==> config.mk <==
export PLATFORM = sky130hd
export DESIGN_NAME = oag_top
export DESIGN_NICKNAME = d
export VERILOG_FILES = /design/src/oag_pkg.sv /design/src/oag_confine.sv /design/src/oag_top.sv
export SDC_FILE = /design/constraint.sdc
export NUM_CORES = 1
export LEC_CHECK = 0
export ABC_CLOCK_PERIOD_IN_PS = 2900
export BUFFER_PORTS_ARGS = -buffer_cell sky130_fd_sc_hd__buf_2
export CAP_MARGIN = 15
export CORE_UTILIZATION = 49
export CTS_BUF_LIST = sky130_fd_sc_hd__clkbuf_4 sky130_fd_sc_hd__clkbuf_8
export CTS_CLUSTER_DIAMETER = 40
export DETAILED_ROUTE_END_ITERATION = 10
export MAX_ROUTING_LAYER = met4
export PLACE_DENSITY = 0.8
export RECOVER_POWER = 50
export SYNTH_ARGS = -nofsm -noshare
export SYNTH_HDL_FRONTEND = slang
export SYNTH_HIERARCHICAL = 1
export SYNTH_SLANG_ARGS = --single-unit
==> constraint.sdc <==
create_clock -name CLK_SYS -period 2.9 [get_ports CLK_SYS]
set_input_delay 0.145 -clock CLK_SYS [delete_from_list [all_inputs] [get_ports CLK_SYS]]
set_output_delay 0.145 -clock CLK_SYS [all_outputs]
set_load 0.01 [all_outputs]
==> src/oag_pkg.sv <==
// Constants and types for the operand address generator
// Overview of operation
// - Immediate operands come from instruction bytes, one byte or one word, no address.
// - Pointer mode picks one of 64 pointers by index, uses its 16 bits unchanged.
// - Pointer low byte at lower RAM address, high byte at next address.
// - Pointer plus C mode adds sign-extended C register to the pointer.
// - Offset mode adds a 7-bit signed displacement to pointer zero.
// - Base classified as RAM, SFR or reserved; SFR and reserved displaced addresses never change area.
// - RAM base with sum leaving RAM area: read returns all ones.
// - SFR base: low eight bits of the sum added to the SFR base.
// - Confinement applies to both offset and C-displaced addresses.
// - Direct mode takes address from operand; short and long encodings both accepted.
// - Table read word fetches two ROM bytes using pointer, pointer+C or offset.
// - Table reads treat pointers as 17-bit values over 128K bytes.
// - ROM bank flag in status word selects the 128K ROM bank for table reads.
// - Table read: main working reg gets byte at address, B the next byte.
// - External access address is B as top byte plus 16-bit computed low part.
// - 64 pointers occupy lowest RAM, two bytes each, up to 7EH.
// - Bank flag clear selects lower 128K, set selects upper 128K.
package oag_pkg;
    localparam logic [15:0] OAG_RAM_TOP = 16'hFDFF;
    localparam logic [15:0] OAG_SFR_BASE = 16'hFE00;
    localparam logic [15:0] OAG_RSV_BASE = 16'hFF00;
    localparam logic [7:0] OAG_ALL_ONES = 8'hFF;
    localparam logic [6:0] OAG_PTR_TOP = 7'h7E;
    localparam int OAG_PTR_COUNT = 64;
    localparam int OAG_BANK_BIT = 3;
    localparam logic [7:0] OAG_FLAGS_RESET = 8'h00;

    typedef enum logic [2:0] {
        OAG_M_IMM8 = 3'b000,
        OAG_M_IMM16 = 3'b001,
        OAG_M_PTR = 3'b010,
        OAG_M_PTRC = 3'b011,
        OAG_M_OFF = 3'b100,
        OAG_M_DIR_S = 3'b101,
        OAG_M_DIR_L = 3'b110
    } oag_mode_e;

    typedef enum logic [1:0] {
        OAG_OP_DATA = 2'b00,
        OAG_OP_TABLE = 2'b01,
        OAG_OP_EXT = 2'b10
    } oag_op_e;

    typedef enum logic [1:0] {
        OAG_A_RAM = 2'b00,
        OAG_A_SFR = 2'b01,
        OAG_A_RSV = 2'b10
    } oag_area_e;

    typedef enum logic [1:0] {
        OAG_S_IDLE = 2'b00,
        OAG_S_PLO = 2'b01,
        OAG_S_PHI = 2'b10,
        OAG_S_ROM2 = 2'b11
    } oag_state_e;
endpackage

==> src/oag_confine.sv <==
// Area confinement of a displaced operand address
`timescale 1ns/1ps
`default_nettype none
module oag_confine
    import oag_pkg::*;
(
    input wire logic [15:0] base,
    input wire logic [7:0] disp,
    output logic [15:0] addr,
    output logic force_ones
);
    wire [15:0] disp_ext = {{8{disp[7]}}, disp};
    wire [15:0] sum = base + disp_ext;
    wire base_ram = base <= OAG_RAM_TOP;
    wire base_sfr = (base >= OAG_SFR_BASE) && (base < OAG_RSV_BASE);
    wire sum_ram = sum <= OAG_RAM_TOP;
    // SFR accesses wrap in their 8-bit space
    wire [15:0] sfr_addr = OAG_SFR_BASE + {8'h00, sum[7:0]};
    wire [15:0] rsv_addr = OAG_RSV_BASE + {8'h00, sum[7:0]};
    // Reserved base wraps too, so it can never fall back into SFR space
    assign addr = base_ram ? sum : (base_sfr ? sfr_addr : rsv_addr);
    assign force_ones = base_ram && !sum_ram;
endmodule
`default_nettype wire

==> src/oag_top.sv <==
// Operand address generator: pointer fetch, displacement and ROM/ext forms
`timescale 1ns/1ps
`default_nettype none
module oag_top
    import oag_pkg::*;
(
    input wire logic CLK_SYS,
    input wire logic SRST,
    input wire logic START,
    input wire logic [2:0] MODE,
    input wire logic [1:0] OP,
    input wire logic [5:0] PTR_INDEX,
    input wire logic [6:0] OFFSET,
    input wire logic [15:0] OPERAND,
    input wire logic [7:0] C_REG,
    input wire logic [7:0] B_REG,
    input wire logic [7:0] PROGRAM_FLAGS_WORD,
    input wire logic [8:0] RAM_RDATA,
    input wire logic [7:0] ROM_RDATA,
    output logic [15:0] RAM_ADDR,
    output logic RAM_RD,
    output logic [17:0] ROM_ADDR,
    output logic ROM_RD,
    output logic [15:0] DATA_ADDR,
    output logic [23:0] EXT_ADDR,
    output logic FORCE_ONES,
    output logic [15:0] IMM_DATA,
    output logic [7:0] MAIN_WORKING_REG,
    output logic [7:0] B_OUT,
    output logic DONE,
    output logic BUSY
);
    oag_state_e state_q, state_d;
    logic busy_q;
    oag_op_e op_q;
    logic [7:0] disp_q;
    logic [7:0] ptr_lo_q;
    logic bank_q;
    logic [15:0] ram_addr_q;
    logic ram_rd_q;
    logic [17:0] rom_addr_q;
    logic rom_rd_q;
    logic [15:0] data_addr_q;
    logic [23:0] ext_addr_q;
    logic force_q;
    logic [15:0] imm_q;
    logic [7:0] acc_q;
    logic [7:0] b_q;
    logic done_q;

    wire [2:0] mode_in = MODE;
    wire is_imm = (mode_in == OAG_M_IMM8) || (mode_in == OAG_M_IMM16);
    // both direct encodings give the same address
    wire is_dir = (mode_in == OAG_M_DIR_S) || (mode_in == OAG_M_DIR_L);
    wire is_ind = (mode_in == OAG_M_PTR) || (mode_in == OAG_M_PTRC) ||
        (mode_in == OAG_M_OFF);
    // Unused code 3'b111 is dropped without DONE rather than guessed at
    wire is_single = is_imm || is_dir;
    // offset mode always uses pointer zero
    wire [5:0] ptr_sel = (mode_in == OAG_M_OFF) ? 6'h00 : PTR_INDEX;
    // pointer n sits at byte 2n, the last one at 7EH
    wire [15:0] ptr_lo_addr = {9'h000, ptr_sel, 1'b0};
    wire [15:0] ptr_hi_addr = ptr_lo_addr + 16'h0001;
    wire [7:0] disp_in = (mode_in == OAG_M_PTRC) ? C_REG :
        (mode_in == OAG_M_OFF) ? {OFFSET[6], OFFSET} : 8'h00;
    wire [15:0] ptr_val = {RAM_RDATA[7:0], ptr_lo_q};
    wire [15:0] conf_addr;
    wire conf_ones;

    // one confinement path for offset and C displacement
    oag_confine u_conf (
        .base(ptr_val),
        .disp(disp_q),
        .addr(conf_addr),
        .force_ones(conf_ones)
    );

    // ROM table address: 17 bits plus bank bit on top
    wire [16:0] sum17 = {RAM_RDATA[8], ptr_val} +
        {{9{disp_q[7]}}, disp_q};
    wire [17:0] rom_base = {bank_q, sum17};
    wire [17:0] rom_next = {bank_q, sum17 + 17'h00001};
    wire [15:0] low_addr = (disp_q == 8'h00) ? ptr_val : conf_addr;

    always_comb begin
        state_d = state_q;
        unique case (state_q)
            OAG_S_IDLE: if (START && is_ind) state_d = OAG_S_PLO;
            OAG_S_PLO: state_d = OAG_S_PHI;
            OAG_S_PHI: state_d = (op_q == OAG_OP_TABLE) ?
                OAG_S_ROM2 : OAG_S_IDLE;
            OAG_S_ROM2: state_d = OAG_S_IDLE;
        endcase
    end

    always_ff @(posedge CLK_SYS) begin
        if (SRST) begin
            state_q <= OAG_S_IDLE;
            busy_q <= 1'b0;
        end else begin
            state_q <= state_d;
            // Registered so BUSY leaves the block straight from a flop
            busy_q <= state_d != OAG_S_IDLE;
        end
    end

    // Request capture
    always_ff @(posedge CLK_SYS) begin
        if (SRST) begin
            op_q <= OAG_OP_DATA;
            disp_q <= 8'h00;
            bank_q <= 1'b0;
        end else if (START && state_q == OAG_S_IDLE) begin
            op_q <= oag_op_e'(OP);
            disp_q <= disp_in;
            bank_q <= PROGRAM_FLAGS_WORD[OAG_BANK_BIT];
        end
    end

    // Pointer fetch over two RAM reads, low byte first
    always_ff @(posedge CLK_SYS) begin
        if (SRST) begin
            ram_addr_q <= 16'h0000;
            ram_rd_q <= 1'b0;
            ptr_lo_q <= 8'h00;
        end else begin
            ram_rd_q <= 1'b0;
            if (START && state_q == OAG_S_IDLE && is_ind) begin
                ram_addr_q <= ptr_lo_addr;
                ram_rd_q <= 1'b1;
            end else if (state_q == OAG_S_PLO) begin
                ram_addr_q <= ptr_hi_addr;
                ram_rd_q <= 1'b1;
                ptr_lo_q <= RAM_RDATA[7:0];
            end
        end
    end

    // Final addresses and immediate data
    always_ff @(posedge CLK_SYS) begin
        if (SRST) begin
            data_addr_q <= 16'h0000;
            ext_addr_q <= 24'h000000;
            force_q <= 1'b0;
            imm_q <= 16'h0000;
            done_q <= 1'b0;
        end else begin
            done_q <= 1'b0;
            if (START && state_q == OAG_S_IDLE && is_single) begin
                done_q <= 1'b1;
                force_q <= 1'b0;
                if (mode_in == OAG_M_IMM8)
                    imm_q <= {8'h00, OPERAND[7:0]};
                else if (mode_in == OAG_M_IMM16)
                    imm_q <= OPERAND;
                else
                    data_addr_q <= OPERAND;
            end else if (state_q == OAG_S_PHI && op_q != OAG_OP_TABLE) begin
                done_q <= 1'b1;
                data_addr_q <= low_addr;
                // Masking only makes sense for internal reads
                force_q <= (op_q == OAG_OP_DATA) && conf_ones;
                ext_addr_q <= {B_REG, low_addr};
            end else if (state_q == OAG_S_ROM2) begin
                done_q <= 1'b1;
                force_q <= 1'b0;
            end
        end
    end

    // Table read word: two ROM reads, base then next byte
    always_ff @(posedge CLK_SYS) begin
        if (SRST) begin
            rom_addr_q <= 18'h00000;
            rom_rd_q <= 1'b0;
            acc_q <= OAG_FLAGS_RESET;
            b_q <= OAG_FLAGS_RESET;
        end else begin
            rom_rd_q <= 1'b0;
            if (state_q == OAG_S_PHI && op_q == OAG_OP_TABLE) begin
                rom_addr_q <= rom_base;
                rom_rd_q <= 1'b1;
            end else if (state_q == OAG_S_ROM2) begin
                acc_q <= ROM_RDATA;
                rom_addr_q <= rom_next;
                rom_rd_q <= 1'b1;
            end else if (rom_rd_q) begin
                b_q <= ROM_RDATA;
            end
        end
    end

    assign RAM_ADDR = ram_addr_q;
    assign RAM_RD = ram_rd_q;
    assign ROM_ADDR = rom_addr_q;
    assign ROM_RD = rom_rd_q;
    assign DATA_ADDR = data_addr_q;
    assign EXT_ADDR = ext_addr_q;
    assign FORCE_ONES = force_q;
    assign IMM_DATA = imm_q;
    assign MAIN_WORKING_REG = acc_q;
    assign B_OUT = b_q;
    assign DONE = done_q;
    assign BUSY = busy_q;

    // Checks
    a_ptr_hi_follows: assert property (@(posedge CLK_SYS) disable iff (SRST)
        state_q == OAG_S_PLO |=> RAM_RD && RAM_ADDR == $past(RAM_ADDR) + 16'h1)
        else $error("pointer high byte not read next");
    a_ptr_index: assert property (@(posedge CLK_SYS) disable iff (SRST)
        START && !BUSY && MODE == 3'b010 |=>
        RAM_ADDR == {9'h000, $past(PTR_INDEX), 1'b0})
        else $error("pointer index address wrong");
    a_off_uses_r0: assert property (@(posedge CLK_SYS) disable iff (SRST)
        START && !BUSY && MODE == 3'b100 |=> RAM_ADDR == 16'h0000)
        else $error("offset mode not on pointer zero");
    a_direct_addr: assert property (@(posedge CLK_SYS) disable iff (SRST)
        START && !BUSY && (MODE == 3'b101 || MODE == 3'b110) |=>
        DONE && DATA_ADDR == $past(OPERAND))
        else $error("direct address wrong");
    a_imm_no_fetch: assert property (@(posedge CLK_SYS) disable iff (SRST)
        START && !BUSY && MODE == 3'b001 |=>
        DONE && !RAM_RD && IMM_DATA == $past(OPERAND))
        else $error("immediate word wrong");
    a_sfr_wrap: assert property (@(posedge CLK_SYS) disable iff (SRST)
        DONE && BUSY == 1'b0 && $past(state_q) == OAG_S_PHI &&
        $past(ptr_val) >= 16'hFE00 && $past(ptr_val) < 16'hFF00 |->
        DATA_ADDR[15:8] == 8'hFE)
        else $error("SFR access escaped its area");
    a_ram_ones: assert property (@(posedge CLK_SYS) disable iff (SRST)
        FORCE_ONES |-> DATA_ADDR > 16'hFDFF)
        else $error("all-ones flag without leaving RAM");
    a_ext_top: assert property (@(posedge CLK_SYS) disable iff (SRST)
        DONE && $past(state_q) == OAG_S_PHI && $past(op_q) == OAG_OP_EXT |->
        EXT_ADDR[23:8] == {$past(B_REG), DATA_ADDR[15:8]})
        else $error("external top byte wrong");
    a_rom_pair: assert property (@(posedge CLK_SYS) disable iff (SRST)
        state_q == OAG_S_ROM2 |=> ROM_RD && ROM_ADDR[16:0] ==
        $past(ROM_ADDR[16:0]) + 17'h1 && ROM_ADDR[17] == $past(ROM_ADDR[17]))
        else $error("second table byte address wrong");
    a_ind_busy: assert property (@(posedge CLK_SYS) disable iff (SRST)
        START && !BUSY && is_ind |=> BUSY && RAM_RD)
        else $error("pointer fetch not started");
    a_imm_byte: assert property (@(posedge CLK_SYS) disable iff (SRST)
        START && !BUSY && MODE == 3'b000 |=>
        DONE && !RAM_RD && IMM_DATA[7:0] == $past(OPERAND[7:0]))
        else $error("immediate byte wrong");
    a_ram_sum: assert property (@(posedge CLK_SYS) disable iff (SRST)
        DONE && !BUSY && $past(state_q) == OAG_S_PHI &&
        $past(ptr_val) <= 16'hFDFF |->
        DATA_ADDR == $past(ptr_val) + {{8{$past(disp_q[7])}}, $past(disp_q)})
        else $error("displaced RAM address wrong");
    a_sfr_low: assert property (@(posedge CLK_SYS) disable iff (SRST)
        DONE && !BUSY && $past(state_q) == OAG_S_PHI &&
        $past(ptr_val) >= 16'hFE00 && $past(ptr_val) < 16'hFF00 |->
        DATA_ADDR[7:0] == $past(ptr_val[7:0]) + $past(disp_q))
        else $error("SFR low byte wrong");
    a_rsv_wrap: assert property (@(posedge CLK_SYS) disable iff (SRST)
        DONE && !BUSY && $past(state_q) == OAG_S_PHI &&
        $past(ptr_val) >= 16'hFF00 |-> DATA_ADDR[15:8] == 8'hFF)
        else $error("reserved access escaped its area");
    a_ext_low: assert property (@(posedge CLK_SYS) disable iff (SRST)
        DONE && $past(state_q) == OAG_S_PHI && $past(op_q) == OAG_OP_EXT |->
        EXT_ADDR[15:0] == DATA_ADDR)
        else $error("external low word wrong");
    a_tbl_bank: assert property (@(posedge CLK_SYS) disable iff (SRST)
        START && !BUSY && is_ind && OP == 2'b01 |-> ##3 ROM_RD &&
        ROM_ADDR[17] == $past(PROGRAM_FLAGS_WORD[OAG_BANK_BIT], 3))
        else $error("table bank bit wrong");
    a_tbl_bit16: assert property (@(posedge CLK_SYS) disable iff (SRST)
        state_q == OAG_S_PHI && op_q == OAG_OP_TABLE && disp_q == 8'h00 |=>
        ROM_RD && ROM_ADDR[16:0] == {$past(RAM_RDATA[8]), $past(ptr_val)})
        else $error("table address not 17-bit pointer");
    a_tbl_acc: assert property (@(posedge CLK_SYS) disable iff (SRST)
        state_q == OAG_S_ROM2 |=> DONE && MAIN_WORKING_REG == $past(ROM_RDATA))
        else $error("table low byte not loaded");
    a_tbl_b: assert property (@(posedge CLK_SYS) disable iff (SRST)
        state_q == OAG_S_ROM2 |-> ##2 B_OUT == $past(ROM_RDATA))
        else $error("table high byte not loaded");

    c_table: cover property (@(posedge CLK_SYS) state_q == OAG_S_ROM2);
    c_ptr_data: cover property (@(posedge CLK_SYS)
        DONE && op_q == OAG_OP_DATA && !FORCE_ONES);
    c_bank_hi: cover property (@(posedge CLK_SYS) ROM_RD && ROM_ADDR[17]);
    c_ones: cover property (@(posedge CLK_SYS) FORCE_ONES);
    c_ext: cover property (@(posedge CLK_SYS) DONE && op_q == OAG_OP_EXT);
endmodule
`default_nettype wire

======== Yosys cells after proc, flatten, opt, wreduce, memory -nomap -nowiden ========
Cells that the tools add are included.
word-level totals
  bits in registers ....................... 124
  input port bits ......................... 78
  output and inout bits ................... 111
cells by class
  $add $sub $neg .......................... 6
  order comparisons ....................... 4
  eq/ne operators ......................... 13
  multiplexer cells ....................... 27
  bitwise gates (word level) .............. 4
  reductions and logical operators ........ 33
operators by type and width
  kind                                                    number
  2-to-1 mux 16 bit                                       9
  2-to-1 mux 18 bit                                       2
  less-or-equal comparator 16 bit, second input constant  2
  adder 17 x 1 -> 17 bit, second input constant           1
  adder 17 bit                                            1
  adder 16 bit                                            1
  >= comparator 16 bit, second input constant             1
  less-than comparator 16 bit, second input constant      1
  2-to-1 mux 8 bit                                        2
  2-to-1 mux 7 bit                                        2
  nonzero test 2 bit                                      6
  adder 10 x 9 -> 11 bit, first input constant            1
  adder 9 x 9 -> 10 bit, first input constant             1
  == test 3 bit, second input constant                    3
  logical AND 1 bit                                       9
  adder 7 x 1 -> 8 bit, second input constant             1
  logical NOT 8 bit                                       1
  2-to-1 mux 1 bit                                        8
  case mux 2 bit (4 select lines)                         1
  AND reduction 2 bit                                     4
  == test 3 x 2 -> 1 bit, second input constant           2
  2-to-1 mux 6 bit                                        1
  AND reduction 3 bit                                     2
  logical OR 1 bit                                        5
  other kinds (11)                                        20

======== Depth between registers and ports, before layout ========
  depth after elaboration ................. 7
  mapped depth ............................ 12
  gate-level depth less buffers ........... 12

======== Hierarchy ========
The synthesis kept the hierarchy.
modules (own cells, without submodules)
  module       instances  cells each  area each (um^2)  sequential area each (um^2)
  oag_top      1          748         6045.8            2462.4
  oag_confine  1          120         889.6             0.0

======== Worst setup path before layout ========
No wires, ideal clock.
  kind .................................... register to register
  start ................................... register disp_q[7]
  end ..................................... register data_addr_q[13] (netlist: DATA_ADDR[13])
  setup time .............................. 128 ps
  data arrival time ....................... 2754 ps
  required time ........................... 2772 ps
  slack ................................... 19 ps
  stages on the path, launching flop included .. 12
  cells stage by stage .................... dfxtp_1 ha_1 buf_2 and4_1 and3_1 and3_1 or4_1 a21bo_2 mux2i_1 a211oi_1 a21oi_1 nor2_1
on the way
  longest elaborated chain between the ends .. 7
  elaborated cells between the ends (all ways) .. 9
  those cells by class .................... add/sub (3); mux (5); reduce/logical (1)
RTL lines
  what                                                             RTL line                              RTL
  from (decl)                                                      oag_top.sv:36                         logic [7:0] disp_q;
  from (signal assigned)                                           oag_top.sv:115                        disp_q <= disp_in;
  adder 16 bit (*)                                                 oag_confine.sv:13                     wire [15:0] sum = base + disp_ext;
  adder 10 x 9 -> 11 bit or adder 9 x 9 -> 10 bit (tied branches)  oag_confine.sv:18, oag_confine.sv:19
  2-to-1 mux 16 bit                                                oag_confine.sv:21                     assign addr = base_ram ? sum : (base_sfr ? sfr_addr : rsv_addr);
  2-to-1 mux 16 bit (*)                                            oag_confine.sv:21
  named net conf_addr[13]                                          oag_top.sv:67                         wire [15:0] conf_addr;
  2-to-1 mux 16 bit (*)                                            oag_top.sv:83                         wire [15:0] low_addr = (disp_q == 8'h00) ? ptr_val : conf_addr;
  2-to-1 mux 16 bit (*)                                            oag_top.sv:158                        end else if (state_q == OAG_S_PHI && op_q != OAG_OP_TABLE) begin
  2-to-1 mux 16 bit (*)                                            oag_top.sv:149                        if (START && state_q == OAG_S_IDLE && is_single) begin
  to (signal assigned)                                             oag_top.sv:160                        data_addr_q <= low_addr;
  to (decl)                                                        oag_top.sv:43                         logic [15:0] data_addr_q;
Mark *: on every way through the listed nets, which the timed path passes. The rest lies on a longest branch. The select of a mux whose other input is x is not followed.
A chain may end at the register's enable or synchronous reset.

======== Worst setup path after layout ========
  start ................................... register disp_q[0]
  end ..................................... register rom_addr_q[16] (netlist: ROM_ADDR[16])
on the way
  longest elaborated chain between the ends .. 4
RTL lines
  what                    RTL line        RTL
  adder 17 bit (*)        oag_top.sv:79   wire [16:0] sum17 = {RAM_RDATA[8], ptr_val} +
  adder 17 x 1 -> 17 bit  oag_top.sv:82   wire [17:0] rom_next = {bank_q, sum17 + 17'h00001};
  2-to-1 mux 18 bit       oag_top.sv:183  end else if (state_q == OAG_S_ROM2) begin
  2-to-1 mux 18 bit (*)   oag_top.sv:180  if (state_q == OAG_S_PHI && op_q == OAG_OP_TABLE) begin
  to (signal assigned)    oag_top.sv:181  rom_addr_q <= rom_base;
  to (signal assigned)    oag_top.sv:185  rom_addr_q <= rom_next;
  to (decl)               oag_top.sv:41   logic [17:0] rom_addr_q;
Every way passes the cells marked *; elsewhere a longest branch is shown, timed or not. The select of a mux whose other input is x is not followed.

==> flow_summary.toml <==
[status]
status = "completed"

[grt]
grt_max_degree = 78
gr-usage-met1_pct = 36.4
track_usage_pct = 29.1
grt_use_met3_pct = 4.14
antenna_found_initial = 0
met2_usage_pct = 48.6
grt_pass1_vias = 6669
grt_pass1_wl_um = 32800
gr-total-overflow = 0
grt-busiest-layer = "met2"

[critical_path]
reg2reg_slack_ns = 0.004
ff2ff_path_depth = 11
cp-end-kind = "register"
worstPathRequired_ns = 3.27
cp.arrival_ns = 3.26
path_max_fanout = 3
rr_endpoint = "ROM_ADDR[16]"
setup.worst_path.start_class = "register"
crit_type = "register to register"
r2r-start = "disp_q[0]"

[timing]
setup_viol = 0
fmaxAchievable_mhz = 345
fin_crit_ns = 2.90
skew_ns = 0.0181
drv_slew = 0
slew_headroom_pct = 44.2
period_share_pct = 99.9
tightest_slew_ns = 0.837
finalHoldViolations = 0
rsz0062_at_grt = "true"

[pwr]
pwr-share-seq_pct = 39.5
power_density_mw_per_mm2 = 493
vdd_drop_max_mv = 0.370
leakage_nw = 3.67
p_comb_share_pct = 22.6
pwr-share-clk_pct = 37.8
p_switching_mw = 1.35
p_total_mw = 4.51
internal-power_mw = 3.16
p_sw_share_pct = 29.9

[flow_run]
cap_violations = 0

[clock_tree]
root_buffer = "clkbuf_8"
clk_path_buf_depth = 2
clk_pin_slew_ns = 0.07
cts_buffers = 17
cts-htree-levels = 4
clock-sinks = 123
tritoncts = "built"
clock_latency_ns = 0.44

[placed_design]
hpwl_um = 14500
gp_congestion = 0.903
port-buffer-count = 172
place_area_mm2 = 0.00817
placed_cells = 1218

[yosys]
ys_types = 68
synth_top_cell_area_share_pct = 35.5
syn_area_mm2 = 0.00694
synth_warnings = 6
synth_common_cells = "127 x nand2_1, 123 x dfxtp_1, 108 x a21oi_1"
yosys_register_bits = 123
netlist_instances = 868
yosys.area.top_type = "dfxtp_1"
synth-seq-area-share_pct = 35.5
syn_avg_cell_area_um2 = 7.99
synth_edf_count = 0
async_flop_share_pct = 0
synth.area.top_cells = "dfxtp_1 36%, a21oi_1 7.8%, nand2_1 6.9%, ha_1 5.8%, a211oi_1 5.5%"
synth.most_common_cell = "nand2_1"
synth_ff_type = "dfxtp_1"

[floorplanning]
ios = 189
initial_core_util_pct = 50.2
die_w_um = 121
die-area_mm2 = 0.0146
coreArea_mm2 = 0.0138
fp.dieH_um = 121
fp-row-count = 43

[detailed_routing]
via_count = 7270
drc = 0
avgViaCountPerCell = 5.61
wire_per_inst_um = 16.5
wl_um = 21400
postRouteAntennaNets = 0
drt-initial-drc-count = 674
firstDrtPassIters = 5

[worst_hold_path]
hold_end = "IMM_DATA[15]"
worstHoldPathCells = 3
hold_class = "input port to register"
hp-start = "OPERAND[15]"

[cells_and_area]
fin_area_mm2 = 0.00915
area_delta_synth_final_pct = 31.9
finalNetCount = 1216
final_cells = 1297
diodes = 0
drive_gt1_share_pct = 19.2
fillers = 1148
==> worst max-delay path, stage by stage (launching register included) <==
cell and delay, ns:
dfxtp_2 0.34, ha_4 0.16, fa_2 0.39, a211oi_4 0.30, o21ai_4 0.12, a2111oi_4 0.36, buf_4 0.19, o41ai_2 0.07
xnor2_1 0.30, nor2_1 0.15, a2111oi_4 0.31, nand3b_1 0.14
==> layout by cell type, fill, tap and decap left out, types with 18 or more instances in the layout <==
master	count
clkbuf_8	19
nor3_1	18
dlygate4sd3_1	40
buf_4	55
mux2i_1	18
clkbuf_1	101
buf_2	70
nor2_1	95
nand3_1	32
ha_1	30
a211oi_1	47
dfxtp_1	118
a21oi_1	105
nand2_1	127
==> layout make-up <==
class                   instances  area [um^2]  area share, %
flip-flops and latches        123         2470           27.0
well taps                     180          225           2.46
clock inverters                13          189           2.06
inverters                      10         37.5          0.410
repair buffers                269         1590           17.4
clock buffers                  19          262           2.86
multi-input cells             683         4370           47.8
==> registers in the layout (all words and copies together), names as in the netlist <==
name              count
EXT_ADDR             24
ROM_ADDR             18
DATA_ADDR            16
IMM_DATA             16
B_OUT                 8
MAIN_WORKING_REG      8
disp_q                8
ptr_lo_q              8
RAM_ADDR              7
op_q                  2
state_q               2
BUSY                  1
DONE                  1
FORCE_ONES            1
RAM_RD                1
ROM_RD                1
bank_q                1
==> what timing repair did <==
item | CTS | global route
hold endpoints to repair | 48 | 0
pin swaps | 13 | 19
setup endpoints to repair | 4 | 14
setup buffers | 8 | 2
resized for setup | 14 | 27
hold buffers | 40 | 0
==> metrics by stage <==
step           hold slack (ns)  utilization [%]  TNS, ns  setup WS (ns)
2_1_floorplan            0.281                -        0         0.0187
4_1_cts                0.00163             66.1  -0.0916        -0.0495
3_5_place_dp             0.391             59.1  -0.0818        -0.0452
5_1_grt                0.00175             66.2   -0.582         -0.142
6_report                0.0116             66.2        0        0.00365
3_3_place_gp             0.386             59.1        0         0.0878
==> power groups by stage <==
stage	logic [mW]	clock network, mW	registers (mW)
4_1_cts	0.969	1.72	1.78
5_1_grt	1.11	1.81	1.79
2_1_floorplan	0.577	0	1.84
3_3_place_gp	0.879	0	1.82
6_report	1.02	1.71	1.78
3_5_place_dp	0.893	0	1.82
==> cell families after synthesis <==
family / Yosys count / share of synthesized area [%]
buffers and inverters: 70 / 4.71
multiplexers: 20 / 2.89
AO/OA/AOI/OAI: 247 / 23.6
AND/OR/NAND/NOR: 338 / 22.4
adder cells (fa/ha/maj): 34 / 6.35
other: 1 / 0.0541
flip-flops: 123 / 35.5
XOR/XNOR: 35 / 4.53
==> routing by layer <==
metal  share of wire [%]  up-vias
met1                  43     3393
met2                  49      291
met3                 5.9       40
met5                   0        -
li1                    -     3546
met4                 1.9        0
==> how the worst max path moves through the flow <==
stage | cells past startpoint | slack, ns | start | to
2_1_floorplan | 11 | 0.02 | disp_q[7] | DATA_ADDR[13]
3_3_place_gp | 11 | 0.09 | disp_q[0] | ROM_ADDR[16]
3_5_place_dp | 12 | -0.05 | disp_q[0] | ROM_ADDR[14]
4_1_cts | 11 | -0.05 | ptr_lo_q[0] | ROM_ADDR[14]
5_1_grt | 12 | -0.14 | disp_q[0] | ROM_ADDR[13]
6_report | 11 | 0.004 | disp_q[0] | ROM_ADDR[16]
Power figures use the tool's default switching activity.
